--- config.mk ---
export PLATFORM = sky130hd
export DESIGN_NAME = smp_serial_master_port
export DESIGN_NICKNAME = d
export VERILOG_FILES = /design/src/smp_serial_master_port.v
export VERILOG_INCLUDE_DIRS = /design/src
export SDC_FILE = /design/constraint.sdc
export NUM_CORES = 1
export LEC_CHECK = 0
export ABC_AREA = 0
export BUFFER_PORTS_ARGS = -buffer_cell sky130_fd_sc_hd__buf_2
export CAP_MARGIN = 20
export CORE_ASPECT_RATIO = 1.75
export CORE_UTILIZATION = 40
export CTS_CLUSTER_DIAMETER = 120
export DETAILED_ROUTE_END_ITERATION = 7
export PLACE_DENSITY = 0.71
export RECOVER_POWER = 100
export SKIP_LAST_GASP = 1
export SYNTH_ARGS = -nofsm -noshare
export SYNTH_HDL_FRONTEND = slang
export SYNTH_SLANG_ARGS = --single-unit
--- constraint.sdc ---
create_clock -name ref_clk_i -period 3.2 [get_ports ref_clk_i]
set_clock_uncertainty 0.05 [all_clocks]
set_input_delay 0.48 -clock ref_clk_i [delete_from_list [all_inputs] [get_ports ref_clk_i]]
set_output_delay 0.48 -clock ref_clk_i [all_outputs]
set_load 0.1 [all_outputs]
--- src/smp_regs.vh ---
// register offsets, field positions, reset values for the serial master burst port
// assumes inclusion by the design, checker and testbench files; definitions only
`ifndef SMP_REGS_VH
`define SMP_REGS_VH

// ----------------------------------------
// register offsets
// ----------------------------------------
`define SMP_OFS_CTRL      32'hfff8_6200
`define SMP_OFS_DIV       32'hfff8_6204
`define SMP_OFS_SEL       32'hfff8_6208
`define SMP_OFS_BUF0      32'hfff8_6210
`define SMP_OFS_BUF1      32'hfff8_6214
`define SMP_OFS_BUF2      32'hfff8_6218
`define SMP_OFS_BUF3      32'hfff8_621c

// ----------------------------------------
// reset values
// ----------------------------------------
`define SMP_RST_CTRL      32'h0000_0004
`define SMP_RST_DIV       32'h0000_0000
`define SMP_RST_SEL       32'h0000_0000
`define SMP_RST_BUF       32'h0000_0000

// ----------------------------------------
// control register fields
// ----------------------------------------
`define SMP_CTRL_GO       0
`define SMP_CTRL_RXNEG    1
`define SMP_CTRL_TXNEG    2
`define SMP_CTRL_LEN_LO   3
`define SMP_CTRL_LEN_HI   7
`define SMP_CTRL_NUM_LO   8
`define SMP_CTRL_NUM_HI   9
`define SMP_CTRL_LSB      10
`define SMP_CTRL_GAP_LO   12
`define SMP_CTRL_GAP_HI   15
`define SMP_CTRL_DONE     16
`define SMP_CTRL_IE       17

// ----------------------------------------
// select register fields and timing
// ----------------------------------------
`define SMP_SEL_BITS_LO   0
`define SMP_SEL_BITS_HI   1
`define SMP_SEL_POL       2
`define SMP_SEL_AUTO      3
`define SMP_GAP_EXTRA     2

`endif

--- src/smp_serial_master_port.v ---
// serial master burst port: register slave plus full duplex serial engine
// holds the control, divisor and select registers and four shared buffer words
// assumes a synchronous single-cycle register bus and one clock domain
// assumes the serial data input is already synchronous to the clock
`timescale 1ns/1ns
`include "smp_regs.vh"

// Functional notes
// RULE_01 - done flag set at transfer end, cleared by writing one
// RULE_02 - interrupt enable bit gates the interrupt request
// RULE_03 - pause of gap plus two serial clocks between words
// RULE_04 - lsb control picks bit order of transmit and receive
// RULE_05 - word count field selects one to four words
// RULE_06 - word length one to thirty-one bits, zero means thirty-two
// RULE_07 - data out changes on falling edge if transmit edge set
// RULE_08 - data in sampled on falling edge if receive edge set
// RULE_09 - writing go starts transfer; bit reads busy, self clears
// RULE_10 - all register writes ignored while a transfer runs
// RULE_11 - software programs everything before setting go last
// RULE_12 - serial clock equals clock over twice divider plus one
// RULE_13 - software should program divider of at least one
// RULE_14 - manual select follows the select bits directly
// RULE_15 - automatic select active only while each word shifts
// RULE_16 - select polarity bit sets active level
// RULE_17 - software addresses one peripheral, selects it before transfer
// RULE_18 - receive registers hold captured data of last transfer
// RULE_19 - receive and transmit words share the same flip-flops
// RULE_20 - words go out in ascending buffer order, same settings
// RULE_21 - shift out and in at once, full duplex
// RULE_22 - interrupt output high while flag and enable both set
// RULE_23 - each received word lands in its own transmit slot
module smp_serial_master_port #(
	parameter NUM_SEL = 2
) (
	input  wire                ref_clk_i,
	input  wire                rst_i,
	input  wire                bus_sel_i,
	input  wire                bus_wr_i,
	input  wire [31:0]         bus_addr_i,
	input  wire [31:0]         bus_wdata_i,
	output reg  [31:0]         bus_rdata_o,
	output reg                 irq_o,
	output reg                 serial_clock_out_o,
	output reg                 serial_data_out_o,
	input  wire                serial_data_in_i,
	output reg  [NUM_SEL-1:0]  peripheral_select_out_o
);

	// ----------------------------------------
	// state codes
	// ----------------------------------------
	localparam ST_IDLE  = 2'd0;
	localparam ST_SHIFT = 2'd1;
	localparam ST_GAP   = 2'd2;
	localparam ST_DONE  = 2'd3;

	// ----------------------------------------
	// registers
	// ----------------------------------------
	reg  [31:0]        buf_word [0:3];
	reg                go_busy;
	reg                receive_edge_control;
	reg                transmit_edge_control;
	reg  [4:0]         word_length;
	reg  [1:0]         word_count;
	reg                lsb_first;
	reg  [3:0]         suspend_gap;
	reg                done_flag;
	reg                interrupt_enable_bit;
	reg  [15:0]        divisor;
	reg  [NUM_SEL-1:0] select_bits;
	reg                select_polarity;
	reg                automatic_select;
	reg  [1:0]         state;
	reg  [15:0]        div_cnt;
	reg  [5:0]         bit_cnt;
	reg  [1:0]         word_idx;
	reg  [5:0]         gap_cnt;
	reg                word_active;

	// ----------------------------------------
	// decoded strobes and bit positions
	// ----------------------------------------
	wire        wr_ok;
	wire        wr_ctrl;
	wire        wr_div;
	wire        wr_sel;
	wire        tick;
	wire        sclk_rise;
	wire        sclk_fall;
	wire        last_bit;
	wire        last_word;
	wire        gap_over;
	wire [5:0]  nbits;
	wire [5:0]  nbits_m1;
	wire [4:0]  msb_pos;
	wire [4:0]  tx_pos;
	wire [4:0]  nx_pos;
	wire [5:0]  gap_end;
	wire [31:0] cur;
	reg         cap_en;
	reg  [4:0]  cap_pos;
	reg         next_sdo;
	reg         next_sdo_load;

	// writes are dropped for the whole transfer
	assign wr_ok     = bus_sel_i & bus_wr_i & ~go_busy; // RULE_10
	assign wr_ctrl   = wr_ok & (bus_addr_i == `SMP_OFS_CTRL);
	assign wr_div    = wr_ok & (bus_addr_i == `SMP_OFS_DIV);
	assign wr_sel    = wr_ok & (bus_addr_i == `SMP_OFS_SEL);
	// half-period tick of the serial clock
	assign tick      = (div_cnt == divisor); // RULE_12
	assign sclk_rise = (state == ST_SHIFT) & tick & ~serial_clock_out_o;
	assign sclk_fall = (state == ST_SHIFT) & tick & serial_clock_out_o;
	// length zero stands for a full 32-bit word
	assign nbits     = (word_length == 5'd0) ? 6'd32 : {1'b0, word_length}; // RULE_06
	assign nbits_m1  = nbits - 6'd1;
	assign msb_pos   = nbits_m1[4:0];
	assign last_bit  = (bit_cnt == nbits_m1);
	assign last_word = (word_idx == word_count); // RULE_05
	// gap of gap+2 periods is 2*gap+4 half periods, the last one spent in shift
	assign gap_end   = {1'b0, suspend_gap, 1'b0} + 6'd2; // RULE_03
	assign gap_over  = tick & (gap_cnt == gap_end);
	// one word index shared by shift-out and capture
	assign cur       = buf_word[word_idx];
	// bit position of the current and of the following bit
	assign tx_pos    = lsb_first ? bit_cnt[4:0] : msb_pos - bit_cnt[4:0]; // RULE_04
	assign nx_pos    = lsb_first ? bit_cnt[4:0] + 5'd1 : msb_pos - bit_cnt[4:0] - 5'd1; // RULE_04

	// ----------------------------------------
	// shift-out and capture selection
	// ----------------------------------------
	// first bit set up before the first rising edge, later bits on the chosen edge
	always @* begin
		next_sdo_load = 1'b0;
		next_sdo = serial_data_out_o;
		if (state == ST_SHIFT) begin
			if (bit_cnt == 6'd0 && !serial_clock_out_o && div_cnt == 16'h0000) begin
				next_sdo_load = 1'b1;
				next_sdo = cur[tx_pos]; // RULE_21
			end else if (sclk_rise && !transmit_edge_control && bit_cnt != 6'd0) begin
				next_sdo_load = 1'b1;
				next_sdo = cur[tx_pos]; // RULE_07
			end else if (sclk_fall && transmit_edge_control && !last_bit) begin
				next_sdo_load = 1'b1;
				next_sdo = cur[nx_pos]; // RULE_07
			end
		end
	end

	// receive sampling edge and the bit position it fills
	always @* begin
		cap_en = 1'b0;
		cap_pos = tx_pos;
		if (receive_edge_control)
			cap_en = sclk_fall; // RULE_08
		else
			cap_en = sclk_rise; // RULE_08
	end

	// ----------------------------------------
	// register writes and done flag
	// ----------------------------------------
	// control fields, taken only while idle
	always @(posedge ref_clk_i) begin
		if (rst_i) begin
			interrupt_enable_bit <= 1'b0;
			suspend_gap <= 4'h0;
			lsb_first <= 1'b0;
			word_count <= 2'b00;
			word_length <= 5'd0;
			transmit_edge_control <= 1'b1;
			receive_edge_control <= 1'b0;
		end else if (wr_ctrl) begin
			interrupt_enable_bit <= bus_wdata_i[`SMP_CTRL_IE]; // RULE_02
			suspend_gap <= bus_wdata_i[`SMP_CTRL_GAP_HI:`SMP_CTRL_GAP_LO];
			lsb_first <= bus_wdata_i[`SMP_CTRL_LSB];
			word_count <= bus_wdata_i[`SMP_CTRL_NUM_HI:`SMP_CTRL_NUM_LO];
			word_length <= bus_wdata_i[`SMP_CTRL_LEN_HI:`SMP_CTRL_LEN_LO];
			transmit_edge_control <= bus_wdata_i[`SMP_CTRL_TXNEG];
			receive_edge_control <= bus_wdata_i[`SMP_CTRL_RXNEG];
		end
	end

	// clock divisor and select control
	always @(posedge ref_clk_i) begin
		if (rst_i) begin
			divisor <= 16'h0000;
			select_bits <= {NUM_SEL{1'b0}};
			select_polarity <= 1'b0;
			automatic_select <= 1'b0;
		end else begin
			if (wr_div)
				divisor <= bus_wdata_i[15:0]; // RULE_12
			if (wr_sel) begin
				select_bits <= bus_wdata_i[NUM_SEL-1:0];
				select_polarity <= bus_wdata_i[`SMP_SEL_POL]; // RULE_16
				automatic_select <= bus_wdata_i[`SMP_SEL_AUTO]; // RULE_15
			end
		end
	end

	// completion flag: set wins over a same-cycle write-one clear
	always @(posedge ref_clk_i) begin
		if (rst_i)
			done_flag <= 1'b0;
		else if (state == ST_DONE)
			done_flag <= 1'b1; // RULE_01
		else if (wr_ctrl && bus_wdata_i[`SMP_CTRL_DONE])
			done_flag <= 1'b0; // RULE_01
	end

	// ----------------------------------------
	// transfer engine: divider, shift, gap
	// ----------------------------------------
	// state, counters and serial pins; data bits come from the selection above
	always @(posedge ref_clk_i) begin
		if (rst_i) begin
			state <= ST_IDLE;
			go_busy <= 1'b0;
			div_cnt <= 16'h0000;
			bit_cnt <= 6'd0;
			word_idx <= 2'd0;
			gap_cnt <= 6'd0;
			word_active <= 1'b0;
			serial_clock_out_o <= 1'b0;
			serial_data_out_o <= 1'b0;
		end else begin
			if (next_sdo_load)
				serial_data_out_o <= next_sdo;
			case (state)
			ST_IDLE: begin
				// wait for a go write
				div_cnt <= 16'h0000;
				serial_clock_out_o <= 1'b0;
				if (wr_ctrl && bus_wdata_i[`SMP_CTRL_GO]) begin
					go_busy <= 1'b1; // RULE_09
					state <= ST_SHIFT;
					word_idx <= 2'd0; // RULE_20
					bit_cnt <= 6'd0;
					word_active <= 1'b1;
				end
			end
			ST_SHIFT: begin
				// divider counts half periods of the serial clock
				div_cnt <= tick ? 16'h0000 : div_cnt + 16'h0001;
				if (tick)
					serial_clock_out_o <= ~serial_clock_out_o; // RULE_12
				// falling edge closes a bit; the last one closes the word
				if (sclk_fall) begin
					if (last_bit) begin
						bit_cnt <= 6'd0;
						word_active <= 1'b0;
						gap_cnt <= 6'd0;
						state <= last_word ? ST_DONE : ST_GAP; // RULE_05
					end else begin
						bit_cnt <= bit_cnt + 6'd1;
					end
				end
			end
			ST_GAP: begin
				// clock held low between words, counted in half periods
				div_cnt <= tick ? 16'h0000 : div_cnt + 16'h0001;
				if (tick)
					gap_cnt <= gap_cnt + 6'd1;
				if (gap_over) begin
					state <= ST_SHIFT; // RULE_03
					word_idx <= word_idx + 2'd1; // RULE_20
					word_active <= 1'b1;
					div_cnt <= 16'h0000;
				end
			end
			ST_DONE: begin
				// one cycle to raise the flag and drop busy together
				go_busy <= 1'b0; // RULE_09
				state <= ST_IDLE;
			end
			default: state <= ST_IDLE;
			endcase
		end
	end

	// ----------------------------------------
	// shared buffer words (transmit written, receive captured)
	// ----------------------------------------
	genvar gi;
	generate
		for (gi = 0; gi < 4; gi = gi + 1) begin : g_buf
			// capture cannot meet a write: writes are refused while busy
			always @(posedge ref_clk_i) begin
				if (rst_i)
					buf_word[gi] <= `SMP_RST_BUF;
				else if (wr_ok && bus_addr_i == `SMP_OFS_BUF0 + gi * 4)
					buf_word[gi] <= bus_wdata_i; // RULE_19
				else if (cap_en && word_idx == gi)
					buf_word[gi][cap_pos] <= serial_data_in_i; // RULE_08 RULE_23
			end
		end
	endgenerate

	// ----------------------------------------
	// select, interrupt, read data outputs
	// ----------------------------------------
	reg  [31:0]        next_rdata;
	reg  [NUM_SEL-1:0] next_sel;

	// read data for the address presented this cycle
	always @* begin
		next_rdata = 32'h0000_0000;
		case (bus_addr_i)
		`SMP_OFS_CTRL: next_rdata = {14'd0, interrupt_enable_bit, done_flag, suspend_gap, 1'b0,
			lsb_first, word_count, word_length, transmit_edge_control, receive_edge_control, go_busy};
		`SMP_OFS_DIV:  next_rdata = {16'd0, divisor};
		`SMP_OFS_SEL:  next_rdata = {{(30-NUM_SEL){1'b0}}, automatic_select, select_polarity, select_bits};
		`SMP_OFS_BUF0: next_rdata = buf_word[0];
		`SMP_OFS_BUF1: next_rdata = buf_word[1];
		`SMP_OFS_BUF2: next_rdata = buf_word[2];
		`SMP_OFS_BUF3: next_rdata = buf_word[3];
		default:       next_rdata = 32'h0000_0000;
		endcase
	end

	// auto mode drives the chosen line only while a word shifts
	always @* begin
		if (automatic_select)
			next_sel = word_active ? select_bits : {NUM_SEL{1'b0}}; // RULE_15
		else
			next_sel = select_bits; // RULE_14
	end

	// outputs straight from flip-flops; reset leaves active-low selects inactive
	always @(posedge ref_clk_i) begin
		if (rst_i) begin
			peripheral_select_out_o <= {NUM_SEL{1'b1}};
			irq_o <= 1'b0;
			bus_rdata_o <= 32'h0000_0000;
		end else begin
			peripheral_select_out_o <= next_sel ^ {NUM_SEL{~select_polarity}}; // RULE_16
			irq_o <= done_flag & interrupt_enable_bit; // RULE_22
			bus_rdata_o <= next_rdata; // RULE_18
		end
	end

endmodule

Yosys cells after proc, flatten, opt, wreduce, memory -nomap -nowiden
Memories as Yosys holds them, arrays and structs flattened. A register that Yosys moved wholly into a read port is not among the register bits.
Cells that the tools add are included.
{"block": "classes", "n_reduce_logical": 41, "n_bitwise": 146, "n_lt_le_gt_ge": 3, "eq_ne": 23, "muxes": 214, "addsub": 9}
{"cell": "$mux W32", "count": 8}
{"cell": "$eq A32 B32 Y1 const B", "count": 7}
{"cell": "$pmux W32 S7", "count": 1}
{"cell": "$mux W1", "count": 173}
{"cell": "$or A1 B1 Y1", "count": 132}
{"cell": "$pmux W16 S3", "count": 1}
{"cell": "$mux W6", "count": 7}
{"cell": "$mux W16", "count": 2}
{"cell": "$pmux W6 S2", "count": 2}
{"cell": "$mux W2", "count": 10}
{"cell": "$logic_and A1 B1 Y1", "count": 17}
{"cell": "$add A16 B1 Y16 const B", "count": 1}
{"cell": "$eq A16 B16 Y1", "count": 1}
{"cell": "$logic_not A16 Y1", "count": 1}
{"cell": "$add A6 B1 Y6 const B", "count": 2}
{"cell": "$eq A6 B6 Y1", "count": 2}
{"cell": "$lt A5 B6 Y1 const B", "count": 2}
{"cell": "$ne A2 B2 Y1 const B", "count": 6}
{"cell": "$and A1 B1 Y1", "count": 10}
{"cell": "$bmux W1 S5", "count": 2}
{"cell": "$mux W5", "count": 2}
{"cell": "$reduce_bool A2 Y1", "count": 5}
{"cell": "$reduce_and A3 Y1", "count": 3}
{"cell": "$eq A2 B2 Y1 const B", "count": 4}
{"cell": "25 further kinds", "count": 35}
{"block": "totals", "output_inout_bits": 37, "memories": 1, "elab_cells": 461, "ram_bits": 128, "regBits": 107}
{"name": "buf_word", "depth": 4, "width": 32, "rd": 5, "rd_ports_with_merged_regs": 1, "write_ports": 4, "line_no": "smp_serial_master_port.v:60", "text": "reg [31:0] buf_word [0:3];"}

Depth between registers and ports, before layout
Gate-level depths: netlist (run 1).
{"block": "logic_depth", "ltp_word": 11, "mapped_depth": 15, "ltp_nobuf": 14}

Worst setup path before layout (run 1)
No wires, ideal clock.
{"block": "synth_timing", "path_kind": "register to register", "startpoint": "register word_length[0]", "endpoint": "register serial_data_out_o", "path_slack_ns": -0.117, "n_path_buf": 1, "arrival_time_ns": 3.132, "stages_incl_launch_ff": 14, "path_cell_list": "dfxtp_1 inv_1 ha_1 inv_1 fa_1 mux2i_2 nor3_1 clkbuf_1 a22oi_1 nand2_1 mux2_4 a32o_1 nor4_2 o41ai_2"}
{"block": "synth_via", "elab_chain_cells": 11}
{"item": "start, declared", "line_no": "smp_serial_master_port.v:64", "text": "reg [4:0] word_length;"}
{"item": "start signal, assigned", "line_no": "smp_serial_master_port.v:179", "text": "word_length <= bus_wdata_i[`SMP_CTRL_LEN_HI:`SMP_CTRL_LEN_LO];"}
{"item": "$logic_not A5 Y1", "line_no": "smp_serial_master_port.v:116", "text": "assign nbits = (word_length == 5'd0) ? 6'd32 : {1'b0, word_length};"}
{"item": "$mux W6 (*)", "line_no": "smp_serial_master_port.v:116"}
{"item": "$sub A6 B1 Y6 (*)", "line_no": "smp_serial_master_port.v:117", "text": "assign nbits_m1 = nbits - 6'd1;"}
{"item": "$sub A5 B5 Y5 / $eq A6 B6 Y1 (equally long branches)", "line_no": "smp_serial_master_port.v:127, smp_serial_master_port.v:128, smp_serial_master_port.v:119"}
{"item": "$sub A5 B1 Y5 / $logic_not A1 Y1 (equally long branches)", "line_no": "smp_serial_master_port.v:128, smp_serial_master_port.v:144"}
{"item": "$mux W5 / $logic_and A1 B1 Y1 (equally long branches)", "line_no": "smp_serial_master_port.v:128, smp_serial_master_port.v:144"}
{"item": "$bmux W1 S5 / $mux W1 (equally long branches)", "line_no": "smp_serial_master_port.v:146, smp_serial_master_port.v:144"}
{"item": "$mux W1, on equally long branches", "line_no": "smp_serial_master_port.v:146, smp_serial_master_port.v:141"}
{"item": "$mux W1, on equally long branches", "line_no": "smp_serial_master_port.v:144, smp_serial_master_port.v:138"}
{"item": "$mux W1, on equally long branches", "line_no": "smp_serial_master_port.v:141, smp_serial_master_port.v:137"}
{"item": "$mux W1 / $reduce_and A3 Y1 (equally long branches)"}
{"item": "end signal, assigned", "line_no": "smp_serial_master_port.v:230", "text": "serial_data_out_o <= next_sdo;"}
{"item": "end, declared", "line_no": "smp_serial_master_port.v:44", "text": "output reg serial_data_out_o,"}
Every way passes the cells marked *; elsewhere a longest branch is shown, timed or not. The select of a mux whose other input is x is not followed.
A chain may end at the register's enable or synchronous reset.

==> out/qor.csv, run 1 <==
metric,value,unit
post-place-cells,2014,
grt_pass1_vias,12982,
synth_cells,1449,
ys_types,68,
die_w,141.6,microns
syn_avg_cell_area,9.413,sq um
die_h,246.3,microns
top_usage_layer,met2,
crit_type,reg -> reg,
vias_per_cell,6.205,
dp_slack,-0.1325,ns
ys_warn_count,0,
crit_required,3.50,ns
hp-class,in -> reg,
yosys.area.top_type,edfxtp_1,
ys_seq_elements,237,
grt_antenna_before_repair,4,
leakage,0.005464,uW
htreeDepth,1,
maxCapViolCount,0,
finalCritPeriodShare,99.07,%
finalCriticalPeriod,3.170,ns
synth_ff_type,edfxtp_1,
grt_usage,28.38,%
cp_top_family,simple AND/OR/NAND/NOR gates,
vdd_drop_max,0.0003101,V
cp_max_fo,7,
setup_viol,0,
finalMaxSlewViolations,0,
use_met1,28.72,%
rsz0062_at_grt,true,
gr-total-overflow,0,
power_density,389.7,nW/um^2
synth-async-reset-ratio,0,%
setup_tns,0,ns
cts_tree,yes,
rows,89,
path_buf_inv,5,
drc_errors,0,
wl_per_cell,23.73,microns
port-buffer-count,105,
synth-seq-area-share,44.18,%
cts.sinks,237,
drive_gt1_share,22.82,%
ys_top_cells_by_area,"edfxtp_1 28%, dfxtp_1 16%, o21ai_0 9.8%",
syn_area,13640,sq um
worstPathCellList,inv_1 > ha_4 > inv_2 > buf_4 > ha_1 > nor2b_1 > o21a_1 > or4_4 > o311a_4 > nor3_1 > buf_4 > nand2_1 > buf_4 > o21ai_0,
syn_nets,1540,
crit_arrival,3.47,ns
clockRootBuffer,clkbuf_16,
drt_iter0_drc,1409,
final_cell_area,16380,sq um
yosys.area.top_type_share,28.18,%
synth_edf_count,128,
cts_buffers,22,
hold_viol_final,0,
routabilityCongestion,0.9696,
fill_cells,3146,
num_vias,12795,
grt_pass1_wl,74560,microns
setup_slack,0.02966,ns
cp-end-kind,flip-flop,
dieArea,34870,sq um
final_cells,2062,
cts_buffer_depth,3,
max_slew.worst_pin.slew,1.221,ns
drt-pass1-iter-count,6,
wirelength,48940,microns
cpMaxStageDelayCell,or4_4,
io_pins,106,
fmax,315.4,MHz
syn2layout_area_growth,20.09,%
core,33630,sq um
clk_pin_slew,0.07,ns
slew_headroom,18.97,%
crit_top_cell,buf_4,
met3_usage,3.771,%
cp-start-kind,flip-flop,
hpwlAfterDp,34850,microns
ant_nets,0,
grt_max_degree,63,
grt_use_met2,51.09,%
initial_core_util,40.56,%
ctsHoldBuffers,0,
clk_latency,0.54,ns
total_power,6382,uW
slowest_delay,0.44,ns
fin_nets,1679,
place_area,15450,sq um
status,"complete, no violations",
-- logic make-up after synthesis --
| logic type | count (synthesis) | share of synthesized area [%] |
|---|---|---|
| muxes | 109 | 11.92 |
| DFF | 237 | 44.18 |
| xor gates and xnor gates | 50 | 3.468 |
| AOI/OAI and AO/OA | 440 | 18.77 |
| buffers and inverters | 137 | 4.082 |
| adders and majority gates | 22 | 2.073 |
| and+or+nand+nor | 454 | 15.51 |
-- per-stage QoR --
stage / util [%] / hold WS, ns
2_1_floorplan: - / 0.3735
3_3_place_gp: 45.95 / 0.3984
3_5_place_dp: 45.95 / 0.4062
4_1_cts: 48.34 / 0.1825
5_1_grt: 48.71 / 0.2158
6_report: 48.71 / 0.1916
-- registers in the layout (all words and copies together) (netlist names), 4 cells and up, named ones only --
signal and count:
buf_word 128, bus_rdata_o 32, div_cnt 16, divisor 16
bit_cnt 6, gap_cnt 6, word_length 5, suspend_gap 4
-- tightest hold or removal path, delay by kind of cell --
| family | cells | cell delay [ns] |
|---|---|---|
| buffers and inverters | 1 | 0.13 |
| AOI/OAI and AO/OA | 1 | 0.05 |
| and+or+nand+nor | 1 | 0.06 |
-- cells in the mapped netlist, types with 6 or more instances --
cell type and instances:
a211oi_1 6, a21oi_1 60, a222oi_1 25, a22o_1 8, a22oi_1 30, a31oi_1 12
and2_1 10, and3_1 13, buf_1 12, buf_2 19, clkbuf_1 77, dfxtp_1 109
edfxtp_1 128, ha_1 21, inv_1 23, mux2_2 26, mux2i_1 41, mux4_2 39
nand2_1 218, nand2b_1 8, nand3_1 25, nand3b_1 12, nand4_1 20, nor2_1 95
nor2b_1 7, nor3_1 15, o21ai_0 268, o21ai_1 10, xnor2_1 30, xor2_1 17
-- placed cells by master (no fill, tap or decap), drive strengths merged, types with 13 or more instances in the layout --
master    n
mux2     28
a22oi    30
nand4    20
a21oi    60
and3     13
xor2     17
inv      26
xnor2    31
nand3    25
dfxtp   109
nand2   218
edfxtp  128
o21ai   280
a222oi   25
buf     182
nor2     95
nor3     16
ha       21
mux4     39
mux2i    42
clkbuf   76
-- worst paths after layout --
| path | start | endpoint | slack, ns | depth (start not counted) |
|---|---|---|---|---|
| max | word_length[0] | buf_word[1][13] | 0.03 | 14 |
| min | bus_wdata_i[17] | interrupt_enable_bit | 0.19 | 3 |
| max reg2reg | word_length[0] | buf_word[1][13] | 0.03 | 14 |
| min reg2reg | done_flag | irq_o | 0.42 | 2 |
-- layer usage --
layer | up-vias | wire length (microns) | part of all wire, %
li1 | 5623 | - | -
met1 | 6084 | 15820 | 32
met5 | - | 8 | 0.016
met4 | 2 | 4605 | 9.4
met2 | 807 | 24990 | 51
met3 | 279 | 3519 | 7.2
-- cell type report --
cell class	count	area (sq um)	share of cell area, %
antenna	3	7.507	0.04583
clock buffer	31	645.6	3.942
clock inverter	9	96.34	0.5882
inverter	24	90.09	0.5500
multi-input combinational	1076	7363	44.95
sequential	237	6030	36.81
tap	455	569.3	3.476
timing repair buffer	227	1578	9.633
-- report_power, final --
group / leakage, uW / switching [uW] / internal (uW)
clock network: 0.000366 / 1210 / 1570
registers: 0.00220 / 29.3 / 3250
logic: 0.00290 / 203 / 121
-- repair_timing --
action / CTS / global route
setup buffers: 0 / 4
pin swaps: 3 / 9
gates cloned: 1 / 0
setup endpoints to repair: 39 / 227
resized for setup: 15 / 119
(Power assumes the default switching activity.)
==> run 2: changes to the inputs <==
- CORE_MARGIN: default -> 4
- CORE_UTILIZATION: 40 -> 55
- PLACE_DENSITY: 0.71 -> 0.89
==> run 2 against run 1 <==
Net effect:
- die area decreased by 21%
- global-route usage increased by 5.6 points
- core utilization increased by 17 points
- sequential share of layout area increased by 0.52 points
- final cell count decreased by 8.0%
- via count increased by 3.0%
- highest routed layer unchanged
==> out/qor.csv, run 2 (synthesized netlist as in run 1, its figures left out) <==
metric,value,unit,change
area.sequential,6030,sq um,unchanged
cp_max_fo,7,,unchanged
slew_headroom,18.86,%,-0.12 points
rsz0062_at_grt,true,,
core,24530,sq um,-27%
final_cells,1897,,-8.0%
hold_viol_final,0,,unchanged
final_common_cell,nand2_1,,
r2r_cells,9,,-5
die_h,216.3,microns,-12%
crit_type,reg -> reg,,
grt_max_degree,54,,-14%
io_pins,106,,unchanged
ctsHoldBuffers,0,,unchanged
ant_nets,0,,unchanged
crit_start,word_length[0],,
final_util,65.84,%,+17 points
drive_gt1_share,23.99,%,+1.2 points
multi_input_area,7538,sq um,+2.4%
finalMaxSlewViolations,0,,unchanged
drc_errors,0,,unchanged
cpMaxStageDelayCell,nor2_1,,
cp-end-kind,flip-flop,,
setup_tns,0,ns,unchanged
post-place-cells,1852,,-8.0%
wl_per_cell,25.58,microns,+7.8%
crit_arrival,3.51,ns,+0.04 ns
vdd_drop_max,0.0003833,V,+24%
cts_buffer_depth,3,,unchanged
cts.sinks,237,,unchanged
power_density,398.0,nW/um^2,+2.1%
clockRootBuffer,clkbuf_16,,
fmax,316.7,MHz,+0.42%
finalCriticalPeriod,3.157,ns,-0.01316 ns
fin_nets,1659,,-1.2%
wirelength,48530,microns,-0.83%
r2r-start,word_length[0],,
cp-start-kind,flip-flop,,
grt_pass1_wl,72900,microns,-2.2%
hold_path.startpoint,bus_wdata_i[5],,
drt-pass1-iter-count,8,,+2
crit_required,3.55,ns,+0.05 ns
clk_latency,0.54,ns,about the same
grt_antenna_before_repair,3,,-1
leakage,0.005499,uW,+0.63%
min_to,word_length[2],,
regMostFlops,buf_word,,
grt_usage,34.03,%,+5.6 points
num_vias,13174,,+3.0%
vias_per_cell,6.945,,+12%
initial_core_util,55.59,%,+15 points
cts_buffers,22,,unchanged
dieArea,27480,sq um,-21%
hp-class,in -> reg,,
rows,76,,-15%
reg.largest.list,"buf_word: 128 flops, bus_rdata_o: 32 flops",,
htreeDepth,1,,unchanged
finalCritPeriodShare,98.66,%,-0.41 points
cts_tree,yes,,
min_path_cells,3,,unchanged
regToRegSetupSlack,0.04,ns,about the same
status,"complete, no violations",,
syn2layout_area_growth,18.42,%,
setup_viol,0,,unchanged
largest_reg_flops,128,,unchanged
die_w,127.0,microns,-10%
hpwlAfterDp,33860,microns,-2.8%
worstPathCellList,buf_4 > ha_2 > nor2b_1 > nor2_1 > mux4_2 > nand4_1 > nand2_1 > nor4_2 > o41ai_2,,
drt_iter0_drc,1703,,+21%
r2r-end,serial_data_out_o,,
fill_cells,1899,,-40%
mostFrequentLayoutCells,"193 x nand2_1, 183 x o21ai_0, 128 x edfxtp_1",,
gr-total-overflow,0,,unchanged
maxCapViolCount,0,,unchanged
grt_pass1_vias,13351,,+2.8%
port-buffer-count,105,,unchanged
clk_pin_slew,0.07,ns,about the same
slowest_delay,0.74,ns,+0.30 ns
routabilityCongestion,1.008,,+3.9%
max_slew.worst_pin.slew,1.222,ns,+0.001750 ns
[run 2: cell count changes in the layout (fill, tap and decap cells not counted), sizes merged]
cell,before,now
buf,182,162
bufinv,2,1
clkbuf,76,77
clkinv,3,1
clkinvlp,2,1
diode,3,1
inv,26,29
[run 2: worst max path at each step]
stage                              to  slack (ns)  depth (start not counted)
floorplan           serial_data_out_o        0.02                         13
global placement      buf_word[0][21]       -0.04                         13
detailed placement     buf_word[0][7]       -0.18                         11
CTS                   buf_word[3][21]       -0.03                         13
global route          buf_word[3][10]       -0.08                         14
finish              serial_data_out_o        0.04                          9
[run 2: worst max-delay path, delay by kind of cell (launching register included)]
family	cells	cell delay (ns)
simple gates	5	1.40
mux	1	0.66
flops	1	0.34
fa+ha+maj	1	0.32
buf+inv	1	0.15
compound gates	1	0.10
[run 2: layout make-up]
class,instances,area share [%]
diodes,1,0.01549
inverters,24,0.5578
multi-input cells,1076,46.67
clock buffers,32,4.284
repair buffers,207,8.281
clock inverters,8,0.4416
well taps,312,2.417
flip-flops and latches,237,37.33
[run 2: per-layer routing]
layer  routed length (microns)  GRT usage [%]
met1                     14920          36.44
met2                     23920          57.58
met3                      4818          5.327
met4                      4851          29.31
met5                        23              0
[run 2: power breakdown]
part / internal (uW) / switching, uW / total (uW)
Sequential: 3250 / 32.1 / 3280
Clock: 1590 / 1230 / 2820
Combinational: 123 / 205 / 328
Total: 4970 / 1460 / 6430
[run 2: timing repair]
item	4_1_cts	5_1_grt
buffers inserted	0	4
hold endpoints to repair	0	0
setup endpoints to repair	115	227
gates cloned	1	0
resized for setup	47	150
pin swaps	3	10
[run 2: stage by stage]
stage               setup WS [ns]  hold WS [ns]  area (sq um)  total power (uW)
floorplan                 0.02327        0.3735         13650              3491
global placement         -0.04283        0.4106         15010              3630
detailed placement        -0.1785        0.4254         15010              3648
CTS                      -0.03284        0.2033         15850              6382
global route             -0.07926        0.2240         16150              6549
finish                    0.04282        0.2078         16150              6428
